==> config.mk <==
export PLATFORM = sky130hd
export DESIGN_NAME = spc_pointer_unit
export DESIGN_NICKNAME = d
export VERILOG_FILES = /design/src/rtl/spc_pointer_unit.v /design/src/rtl/spc_fifo.v
export VERILOG_INCLUDE_DIRS = /design/src /design/src/rtl
export SDC_FILE = /design/constraint.sdc
export NUM_CORES = 2
export LEC_CHECK = 0
export ABC_AREA = 1
export BUFFER_PORTS_ARGS = -buffer_cell sky130_fd_sc_hd__buf_2
export CAP_MARGIN = 25
export CELL_PAD_IN_SITES_DETAIL_PLACEMENT = 1
export CELL_PAD_IN_SITES_GLOBAL_PLACEMENT = 2
export CORE_MARGIN = 4
export CORE_UTILIZATION = 34
export CTS_CLUSTER_SIZE = 40
export DETAILED_ROUTE_END_ITERATION = 8
export PLACE_DENSITY_LB_ADDON = 0.08
export SETUP_SLACK_MARGIN = 0.1
export SLEW_MARGIN = 20
export SYNTH_ARGS = -nofsm -noshare
export SYNTH_HDL_FRONTEND = slang
export SYNTH_HIERARCHICAL = 1
export SYNTH_SLANG_ARGS = --single-unit
==> constraint.sdc <==
create_clock -name clk -period 6.55 [get_ports clk]
set_input_delay 0.9825 -clock clk [delete_from_list [all_inputs] [get_ports clk]]
set_output_delay 0.9825 -clock clk [all_outputs]
set_load 0.005 [all_outputs]
==> src/rtl/spc_map.vh <==
// Constants for the serial pointer command unit
`ifndef SPC_MAP_VH
`define SPC_MAP_VH

// ***********************************************
// Command bytes
// ***********************************************
`define SPC_CMD_INC1 8'hD0
`define SPC_CMD_INC2 8'hD2
`define SPC_CMD_INC4 8'hD4
`define SPC_CMD_RD 8'h40
`define SPC_CMD_RD_CCW 8'h48
`define SPC_CMD_RD_IND0 8'h68
`define SPC_CMD_RD_IND1 8'h70
`define SPC_CMD_RD_IND2 8'h78
`define SPC_CMD_WR 8'hC0
`define SPC_CMD_WR_INC 8'hC8
`define SPC_CMD_WR_IND0 8'hE8
`define SPC_CMD_WR_IND1 8'hF0
`define SPC_CMD_WR_IND2 8'hF8
`define SPC_CMD_DIR_BIT 7

// ***********************************************
// Configuration fields and address layout
// ***********************************************
`define SPC_SEL_HI 11
`define SPC_SEL_LO 10
`define SPC_ADDR_HI 12
`define SPC_ADDR_W 13
`define SPC_WORD_W 16
`define SPC_FIFO_W 29
`define SPC_FIFO_D 16
`define SPC_FIFO_AW 4
`define SPC_STEP0 13'h0000
`define SPC_STEP1 13'h0001
`define SPC_STEP2 13'h0002
`define SPC_STEP4 13'h0004
`define SPC_CTL_SPAN 13'h01FC
`define SPC_CTL_STRIDE_MASK 13'h0003
`define SPC_PTR_RESET 13'h0000
`define SPC_WORD_RESET 16'h0000
`define SPC_BIT_LAST 3'h7
`define SPC_WBIT_LAST 4'hF
`define SPC_WBIT_TOP 4'hF
`define SPC_MSB 15

`endif

==> src/rtl/spc_pointer_unit.v <==
// Serial slave command unit: pointer commands, streamed reads and writes
// Function
// - Commands D0, D2, D4 add 1, 2 or 4 to active pointer, no data.
// - Active pointer chosen by select field bits 11-10 of configuration word.
// - Fast-access commands never alter the active pointer.
// - Command 40 reads at pointer, then streams with auto-increment.
// - Command C0 writes at pointer, further words auto-increment.
// - Command C8 adds one to pointer, then writes there.
// - Each read fetches word, advances pointer, prefetches next word.
// - No prefetch or advance when next address is a control word.
// - Control words are table base plus multiples of four up to 1FC.
// - Completed bus command sets block_accessed_flag in its control word.
// - Any read of a control word, fetch or indirect, clears its flag.
// - Command 48 loads control word address into pointer, reads, increments.
// - Commands 68, 70, 78 add 0-2, read, load pointer, stream reads.
// - Commands E8, F0, F8 add 0-2, load pointer from memory, then write.
// - Command byte MSB zero reads, one writes.
// - Words travel high byte first.
// - Pointer wraps from 1FFF to 0000.
// - Chip enable rising ends transfer, partial byte discarded.
`include "spc_map.vh"

module spc_pointer_unit (
	input wire clk,
	input wire rst_n,
	input wire clkEn,
	input wire sck,
	input wire ceN,
	input wire si,
	output reg so,
	output reg soEn,
	input wire [15:0] masterConfig,
	input wire [15:0] descBase,
	input wire [15:0] curCtlWordAddr,
	input wire busCmdDone,
	output reg [12:0] memAddr,
	output reg memRdEn,
	output reg memWrEn,
	output reg [15:0] memWrData,
	output reg memFlagSet,
	output reg memFlagClr,
	input wire [15:0] memRdData,
	input wire memWrGrant,
	output reg [12:0] activePointer,
	output reg writeOverflow
);

	// ***********************************************
	// Encodings
	// ***********************************************
	localparam PH_CMD = 2'b00;
	localparam PH_READ = 2'b01;
	localparam PH_WRITE = 2'b10;
	localparam PH_IGNORE = 2'b11;
	localparam SQ_IDLE = 2'b00;
	localparam SQ_ISSUE = 2'b01;
	localparam SQ_WAIT = 2'b10;
	localparam SQ_CAPT = 2'b11;
	localparam OP_FETCH = 2'b00;
	localparam OP_PREF = 2'b01;
	localparam OP_INDR = 2'b10;
	localparam OP_INDW = 2'b11;

	// ***********************************************
	// Helpers
	// ***********************************************
	function isCtl;
		input [12:0] addr;
		input [15:0] base;
		reg [13:0] diff;
		begin
			diff = {1'b0, addr} - {1'b0, base[`SPC_ADDR_HI:0]};
			isCtl = !diff[`SPC_ADDR_W] && (diff[`SPC_ADDR_HI:0] <= `SPC_CTL_SPAN) &&
				((diff[`SPC_ADDR_HI:0] & `SPC_CTL_STRIDE_MASK) == `SPC_STEP0);
		end
	endfunction

	// ***********************************************
	// Reset release and pin synchronisers
	// ***********************************************
	reg rstMeta_reg;
	reg rstSync_reg;
	wire rstInt_n;
	reg sckMeta_reg;
	reg sckSync_reg;
	reg sckPrev_reg;
	reg ceMeta_reg;
	reg ceSync_reg;
	reg siMeta_reg;
	reg siSync_reg;

	assign rstInt_n = rstSync_reg;

	always @(posedge clk or negedge rst_n) begin
		if (!rst_n) begin
			rstMeta_reg <= 1'b0;
			rstSync_reg <= 1'b0;
		end else if (clkEn) begin
			rstMeta_reg <= 1'b1;
			rstSync_reg <= rstMeta_reg;
		end
	end

	// Idle levels: clock low, chip enable high
	always @(posedge clk or negedge rstInt_n) begin
		if (!rstInt_n) begin
			sckMeta_reg <= 1'b0;
			sckSync_reg <= 1'b0;
			sckPrev_reg <= 1'b0;
			ceMeta_reg <= 1'b1;
			ceSync_reg <= 1'b1;
			siMeta_reg <= 1'b0;
			siSync_reg <= 1'b0;
		end else if (clkEn) begin
			sckMeta_reg <= sck;
			sckSync_reg <= sckMeta_reg;
			sckPrev_reg <= sckSync_reg;
			ceMeta_reg <= ceN;
			ceSync_reg <= ceMeta_reg;
			siMeta_reg <= si;
			siSync_reg <= siMeta_reg;
		end
	end

	// Mode 0 and mode 3 both sample on rising edges, so one detector serves
	wire sckRise = sckSync_reg & ~sckPrev_reg;
	wire sckFall = ~sckSync_reg & sckPrev_reg;
	wire selected = ~ceSync_reg;

	// ***********************************************
	// State
	// ***********************************************
	reg [1:0] phase_reg;
	reg [1:0] seq_reg;
	reg [1:0] op_reg;
	reg [2:0] bitCnt_reg;
	reg [3:0] rxCnt_reg;
	reg [15:0] rxShift_reg;
	reg [15:0] txWord_reg;
	reg [15:0] nextWord_reg;
	reg nextValid_reg;
	reg flagPend_reg;
	reg pushReg_reg;
	reg [28:0] pushData_reg;
	reg [12:0] ptrs [0:3];
	integer i;

	wire [1:0] selIdx = masterConfig[`SPC_SEL_HI:`SPC_SEL_LO];
	wire [12:0] curPtr = ptrs[selIdx];
	wire [12:0] curPtrInc = curPtr + `SPC_STEP1;
	wire [7:0] cmdByte = {rxShift_reg[6:0], siSync_reg};
	wire [15:0] rxWord = {rxShift_reg[14:0], siSync_reg};
	wire fifoInReady;
	wire fifoOutValid;
	wire [28:0] fifoOutData;
	// Reads wait for queued writes so a read never sees stale memory
	wire seqGo = (seq_reg == SQ_ISSUE) & ~fifoOutValid & ~pushReg_reg & selected;
	wire fifoOutReady = ~seqGo & ~flagPend_reg & memWrGrant;

	// ***********************************************
	// Write queue
	// ***********************************************
	spc_fifo #(
		.WIDTH(`SPC_FIFO_W),
		.DEPTH(`SPC_FIFO_D),
		.AW(`SPC_FIFO_AW)
	) writeQueue (
		.clk(clk),
		.rstInt_n(rstInt_n),
		.clkEn(clkEn),
		.inValid(pushReg_reg),
		.inReady(fifoInReady),
		.inData(pushData_reg),
		.outValid(fifoOutValid),
		.outReady(fifoOutReady),
		.outData(fifoOutData)
	);

	// ***********************************************
	// Command, memory sequencing and serial shifting
	// ***********************************************
	always @(posedge clk or negedge rstInt_n) begin
		if (!rstInt_n) begin
			so <= 1'b0;
			soEn <= 1'b0;
			memAddr <= `SPC_PTR_RESET;
			memRdEn <= 1'b0;
			memWrEn <= 1'b0;
			memWrData <= `SPC_WORD_RESET;
			memFlagSet <= 1'b0;
			memFlagClr <= 1'b0;
			activePointer <= `SPC_PTR_RESET;
			writeOverflow <= 1'b0;
			phase_reg <= PH_CMD;
			seq_reg <= SQ_IDLE;
			op_reg <= OP_FETCH;
			bitCnt_reg <= 3'h0;
			rxCnt_reg <= 4'h0;
			rxShift_reg <= `SPC_WORD_RESET;
			txWord_reg <= `SPC_WORD_RESET;
			nextWord_reg <= `SPC_WORD_RESET;
			nextValid_reg <= 1'b0;
			flagPend_reg <= 1'b0;
			pushReg_reg <= 1'b0;
			pushData_reg <= {`SPC_FIFO_W{1'b0}};
			for (i = 0; i < 4; i = i + 1) begin
				ptrs[i] <= `SPC_PTR_RESET;
			end
		end else if (clkEn) begin
			memRdEn <= 1'b0;
			memWrEn <= 1'b0;
			memFlagSet <= 1'b0;
			memFlagClr <= 1'b0;
			pushReg_reg <= 1'b0;
			activePointer <= curPtr;
			// A dropped word is sticky; the host cannot be stalled
			if (pushReg_reg && !fifoInReady) begin
				writeOverflow <= 1'b1;
			end

			// Single memory port: sequencer read, flag update, queued write
			if (seqGo) begin
				memRdEn <= 1'b1;
				memAddr <= curPtr;
				memFlagClr <= isCtl(curPtr, descBase);
				seq_reg <= SQ_WAIT;
			end else if (flagPend_reg) begin
				memFlagSet <= 1'b1;
				memAddr <= curCtlWordAddr[`SPC_ADDR_HI:0];
				flagPend_reg <= 1'b0;
			end else if (fifoOutValid && memWrGrant) begin
				memWrEn <= 1'b1;
				memAddr <= fifoOutData[`SPC_FIFO_W-1:`SPC_WORD_W];
				memWrData <= fifoOutData[`SPC_WORD_W-1:0];
			end

			case (seq_reg)
				SQ_WAIT: begin
					seq_reg <= SQ_CAPT;
				end
				SQ_CAPT: begin
					seq_reg <= SQ_IDLE;
					case (op_reg)
						OP_FETCH: begin
							txWord_reg <= memRdData;
							so <= memRdData[`SPC_MSB];
							if (!isCtl(curPtrInc, descBase)) begin
								ptrs[selIdx] <= curPtrInc;
								op_reg <= OP_PREF;
								seq_reg <= SQ_ISSUE;
							end
						end
						OP_PREF: begin
							nextWord_reg <= memRdData;
							nextValid_reg <= 1'b1;
						end
						OP_INDR: begin
							ptrs[selIdx] <= memRdData[`SPC_ADDR_HI:0];
							op_reg <= OP_FETCH;
							seq_reg <= SQ_ISSUE;
						end
						default: begin
							ptrs[selIdx] <= memRdData[`SPC_ADDR_HI:0];
						end
					endcase
				end
				default: begin
				end
			endcase

			if (!selected) begin
				phase_reg <= PH_CMD;
				bitCnt_reg <= 3'h0;
				rxCnt_reg <= 4'h0;
				seq_reg <= SQ_IDLE;
				nextValid_reg <= 1'b0;
				soEn <= 1'b0;
			end else begin
				if (sckRise) begin
					rxShift_reg <= rxWord;
					case (phase_reg)
						PH_CMD: begin
							bitCnt_reg <= bitCnt_reg + 3'h1;
							if (bitCnt_reg == `SPC_BIT_LAST) begin
								// Direction from MSB; unknown codes fall to ignore
								phase_reg <= cmdByte[`SPC_CMD_DIR_BIT] ? PH_WRITE : PH_READ;
								soEn <= ~cmdByte[`SPC_CMD_DIR_BIT];
								op_reg <= OP_FETCH;
								case (cmdByte)
									`SPC_CMD_INC1: begin
										ptrs[selIdx] <= curPtrInc;
										phase_reg <= PH_IGNORE;
									end
									`SPC_CMD_INC2: begin
										ptrs[selIdx] <= curPtr + `SPC_STEP2;
										phase_reg <= PH_IGNORE;
									end
									`SPC_CMD_INC4: begin
										ptrs[selIdx] <= curPtr + `SPC_STEP4;
										phase_reg <= PH_IGNORE;
									end
									`SPC_CMD_RD: begin
										seq_reg <= SQ_ISSUE;
									end
									`SPC_CMD_RD_CCW: begin
										ptrs[selIdx] <= curCtlWordAddr[`SPC_ADDR_HI:0];
										seq_reg <= SQ_ISSUE;
									end
									`SPC_CMD_RD_IND0, `SPC_CMD_RD_IND1, `SPC_CMD_RD_IND2: begin
										if (cmdByte == `SPC_CMD_RD_IND1) begin
											ptrs[selIdx] <= curPtrInc;
										end else if (cmdByte == `SPC_CMD_RD_IND2) begin
											ptrs[selIdx] <= curPtr + `SPC_STEP2;
										end
										op_reg <= OP_INDR;
										seq_reg <= SQ_ISSUE;
									end
									`SPC_CMD_WR: begin
									end
									`SPC_CMD_WR_INC: begin
										ptrs[selIdx] <= curPtrInc;
									end
									`SPC_CMD_WR_IND0, `SPC_CMD_WR_IND1, `SPC_CMD_WR_IND2: begin
										if (cmdByte == `SPC_CMD_WR_IND1) begin
											ptrs[selIdx] <= curPtrInc;
										end else if (cmdByte == `SPC_CMD_WR_IND2) begin
											ptrs[selIdx] <= curPtr + `SPC_STEP2;
										end
										op_reg <= OP_INDW;
										seq_reg <= SQ_ISSUE;
									end
									default: begin
										// Fast-access and other codes leave pointers alone
										phase_reg <= PH_IGNORE;
										soEn <= 1'b0;
									end
								endcase
							end
						end
						PH_READ: begin
							rxCnt_reg <= rxCnt_reg + 4'h1;
							// Advance only when the host starts the next word, so an
							// unread prefetch leaves the pointer on that word
							if (rxCnt_reg == 4'h0 && !nextValid_reg && seq_reg == SQ_IDLE &&
								!isCtl(curPtrInc, descBase)) begin
								ptrs[selIdx] <= curPtrInc;
								op_reg <= OP_PREF;
								seq_reg <= SQ_ISSUE;
							end
							if (rxCnt_reg == `SPC_WBIT_LAST) begin
								if (nextValid_reg) begin
									txWord_reg <= nextWord_reg;
									so <= nextWord_reg[`SPC_MSB];
									nextValid_reg <= 1'b0;
								end else begin
									// Blocked at a control word: the same word repeats
									so <= txWord_reg[`SPC_MSB];
								end
							end
						end
						PH_WRITE: begin
							rxCnt_reg <= rxCnt_reg + 4'h1;
							if (rxCnt_reg == `SPC_WBIT_LAST) begin
								pushReg_reg <= 1'b1;
								pushData_reg <= {curPtr, rxWord};
								ptrs[selIdx] <= curPtrInc;
							end
						end
						default: begin
						end
					endcase
				end
				if (sckFall && phase_reg == PH_READ && rxCnt_reg != 4'h0) begin
					so <= txWord_reg[`SPC_WBIT_TOP - rxCnt_reg];
				end
			end
			// Set wins over the clear issued above in the same cycle
			if (busCmdDone) begin
				flagPend_reg <= 1'b1;
			end
		end
	end

endmodule

==> src/rtl/spc_fifo.v <==
// Parameterised first-word-fall-through FIFO with valid/ready on both sides
module spc_fifo #(
	parameter WIDTH = 29,
	parameter DEPTH = 16,
	parameter AW = 4
) (
	input wire clk,
	input wire rstInt_n,
	input wire clkEn,
	input wire inValid,
	output wire inReady,
	input wire [WIDTH-1:0] inData,
	output wire outValid,
	input wire outReady,
	output wire [WIDTH-1:0] outData
);

	// ***********************************************
	// Storage and pointers
	// ***********************************************
	reg [WIDTH-1:0] store [0:DEPTH-1];
	reg [AW-1:0] wrPtr_reg;
	reg [AW-1:0] rdPtr_reg;
	reg [AW:0] count_reg;
	wire doPush;
	wire doPop;

	// Honest flags: full and empty come straight from the count
	assign inReady = (count_reg != DEPTH[AW:0]);
	assign outValid = (count_reg != {(AW+1){1'b0}});
	assign outData = store[rdPtr_reg];
	assign doPush = inValid & inReady;
	assign doPop = outValid & outReady;

	always @(posedge clk) begin
		if (clkEn && doPush) begin
			store[wrPtr_reg] <= inData;
		end
	end

	always @(posedge clk or negedge rstInt_n) begin
		if (!rstInt_n) begin
			wrPtr_reg <= {AW{1'b0}};
			rdPtr_reg <= {AW{1'b0}};
			count_reg <= {(AW+1){1'b0}};
		end else if (clkEn) begin
			if (doPush) begin
				wrPtr_reg <= wrPtr_reg + {{(AW-1){1'b0}}, 1'b1};
			end
			if (doPop) begin
				rdPtr_reg <= rdPtr_reg + {{(AW-1){1'b0}}, 1'b1};
			end
			if (doPush && !doPop) begin
				count_reg <= count_reg + {{AW{1'b0}}, 1'b1};
			end else if (doPop && !doPush) begin
				count_reg <= count_reg - {{AW{1'b0}}, 1'b1};
			end
		end
	end

endmodule

==> reports/metrics.sh <==
DIE_Y_UM=359
PLACE.DETAILED.HPWL_MM=108
DIE-WIDTH_UM=359
START_UTIL_PCT=34.3
HTREEDEPTH=3
CRITPATHMAXSTAGEDELAY_NS=0.68
TIMING.FINAL.CRIT_PERIOD_NS=5.62
YS_TOP_CELLS_BY_COUNT='nand2_1 (1,853), inv_1 (746), nand3_1 (637)'
FIN_WORST_SKEW_NS=0.0446
SYNTHESIS.INSTANCES=5626
WORST-ENDPOINT-REQUIRED_NS=7.16
WORST_PATH_SETUP_SLACK_AFTER_ROUTING_NS=0.927
CTS_TREE='done'
CTS_HOLD_BUFFERS=0
GRT_OVERFLOW_TOTAL=0
TRACK_USAGE_PCT=27.8
CORE_AREA_MM2=0.122
FINALWIRELENGTH_MM=180
CTS.SINK_COUNT=679
START_KIND='input pin'
NUM_IO_PINS=121
FLIP_FLOP_COUNT_OF_THE_LARGEST_REGISTER_ALL_COPIES_AND_WORDS_ADDED=464
PRE_CTS_WS_NS=0.348
CLOCK-ROOT-BUFFER='clkbuf_16'
SEQ_AREA_FRAC_SYNTH_PCT=46.2
CLOCK_INSERTION_DELAY_WORST_SKEW_NS=0.68
SYNTH_NETS=5746
RELSLEWSLACK_PCT=27.4
DRC=0
GRT_SETUP_UNREPAIRED='false'
DRIVE_ABOVE_1_SHARE_PCT=8.99
POST-PLACE-CELLS=7149
FINAL_NET_COUNT=5728
POWER.STATIC_LEAKAGE_nW=21.4
WORST_SLEW_PIN_SLEW_NS=1.08
SYN-MEAN-INSTANCE-AREA_UM2=7.43
POST_LAYOUT_NONFILLER_INSTANCES=7301
CLOCK_PATH_BUFFERS=3
DETAIL_ROUTE.VIAS_PER_CELL=5.36
FLOORPLAN.ROWS=128
MAPPEDNETLISTAREA_MM2=0.0418
MAXSLEWVIOLCOUNT=0
NUMBER_OF_SETUP_BUFFERS_ADDED_AFTER_CTS=0
NUMBER_OF_ANTENNA_VIOLATIONS_AT_THE_FIRST_CHECK_IN_GLOBAL_ROUTING=1
CP_MAX_FO=50
TOTALPOWERFINAL_mW=16.1
FINAL_HOLD_FAILS=0
ANTENNA_CELLS=0
DR.FIRST_ITER.DRC_COUNT=2687
COUNT_OF_SYNTHESIS_STAGE_WARNINGS_FROM_YOSYS=6
BUFFER_PORTS.INSERTED=100
DETAILROUTE.VIA_COUNT=39100
YOSYSMOSTFREQUENTCELL='nand2_1'
TRITONCTS.NUM_BUFFERS=82
CRIT_PATH_END_KIND='flip-flop'
FINALSETUPTNS_NS=0
POST_SYNTHESIS_ASYNC_SET_OR_RESET_FLOP_SHARE_PCT=31.7
VIA_COUNT_OF_THE_FIRST_GLOBAL_ROUTING_PASS=39300
GRT_PASS1_WL_MM=266
POSTSYNTHREGISTERBITS=679
POWER_DENSITY_mW_PER_MM2=344
CTS_RESIZED=0
WORSTHOLDPATHTYPE='input pin to async pin'
SYNTH-MAIN-FF-CELL='edfxtp_1'
WORST_PATH_MAX_DELAY_CELL='buf_4'
MAX_CAP_VIOLATIONS=0
DRTPASS1ITERATIONS=5
CRIT_TYPE='input pin to flip-flop'
CTS.CLK_SLEW.WORST_PATHS_NS=0.06
DETAIL-ROUTE-ANTENNA-NETS=0
NUMBER_OF_ENABLE_TYPE_REGISTER_CELLS_IN_THE_SYNTHESIZED_NETLIST=464
FINAL_MIN_PERIOD_OVER_CLOCK_PERIOD_PCT=85.8
SYNTH.LARGEST_AREA_CELL='edfxtp_1'
FMAXACHIEVABLE_MHz=178
SYNTH_CELL_TYPES=61
PEAKVDDDROP_mV=0.199
GRT_MAX_DEGREE=112
CRIT_ARRIVAL_NS=6.23
SYNTHTOLAYOUTAREAGROWTH_PCT=12.0
ROUTED_WIRE_LENGTH_PER_INSTANCE_UM=24.7
SYNTH.TOP_CELL.AREA_SHARE_PCT=33.3
TIMING.FINAL.SETUP_VIOLATIONS=0
SYNTH.AREA.TOP_CELLS='edfxtp_1 (33%), nand2_1 (17%), dfrtp_1 (13%)'
OUTCOME='complete, no violations'
DIEAREA_MM2=0.129
CPMOSTUSEDCELL='nand2_1'
GP_CONGESTION=0.882
kinds of logic after synthesis:
logic type	count (synthesis)	share of synthesized area, %
AND/OR/NAND/NOR	2882	28.9
buffers and inverters	1110	10.6
AO/OA/AOI/OAI	867	11.7
flip-flops	679	46.2
adder cells (fa/ha/maj)	48	1.47
XOR/XNOR	24	0.575
multiplexers	16	0.431
stage by stage:
stage	cell area (um2)	utilization [%]	hold slack (ns)
final	46800	38.4	0.117
after detailed placement	44200	36.3	0.362
after floorplan	41800	-	0.437
after global placement	44100	36.2	0.359
after CTS	46800	38.4	0.0737
after global routing	46800	38.4	0.0911
cells in the final DEF, fill, tap and decap left out, drive strengths merged, types with 3 or more instances in the layout:
cell and count:
a31oi 32, o21a 3, a32o 3, a211oi 23
nand3 638, nand4 102, buf 235, o211ai 12
a221oi 58, xnor2 4, a21oi 275, xor2 20
or2 14, a2111oi 8, nor4 10, nor2 233
nor3 9, bufinv 3, mux2 16, clkbuf 118
dfrtp 213, o221ai 5, edfxtp 464, clkinvlp 4
o21ai 418, clkinv 29, a22oi 14, nand2 1871
ha 46, o21bai 3, inv 771, o22ai 7
layer usage:
metal,up-vias,track usage [%],wire (um)
met5,-,0,20
met4,2,11.8,8380
met3,271,2.68,7270
met2,878,48.3,87200
met1,19600,35.3,77500
li1,18400,-,-
where the power goes:
group	switching (mW)	leakage (nW)	total, mW	internal, mW
logic	4.39	12.1	6.16	1.77
clock network	1.93	1.26	4.49	2.56
registers	0.518	8.05	5.43	4.91
path summary, 6_finish.rpt:
kind                                   startpoint                          to  slack, ns  cells past startpoint
min reg2reg                  rstInt_n$_DFFE_PN0P_    memWrData[0]$_DFFE_PN0P_       0.33                      0
min                                         rst_n        rstInt_n$_DFFE_PN0P_       0.12                      1
min in group clk           ceMeta_reg$_DFFE_PN1P_      ceMeta_reg$_DFFE_PN1P_       0.47                      2
max                              masterConfig[10]        ptrs[19]$_DFFE_PN0P_       0.93                     35
max in group asynchronous    rstInt_n$_DFFE_PN0P_  txWord_reg[15]$_DFFE_PN0P_       4.86                      1
max reg2reg                  ptrs[26]$_DFFE_PN0P_        ptrs[19]$_DFFE_PN0P_       1.26                     33
cell type report:
class,instances,area [um2]
fill,14800,75100
sequential,679,19300
multi-input combinational,3837,18300
inverter,773,2920
clock buffer,118,2270
tap,1625,2030
timing repair buffer,235,1640
clock inverter,34,343
worst max-delay path: cells and delay by family:
family | cells | cell delay [ns]
adder cells (fa/ha/maj) | 2 | 0.72
buffers and inverters | 5 | 1.25
AND/OR/NAND/NOR | 28 | 3.21
(Power assumes the default switching activity.)
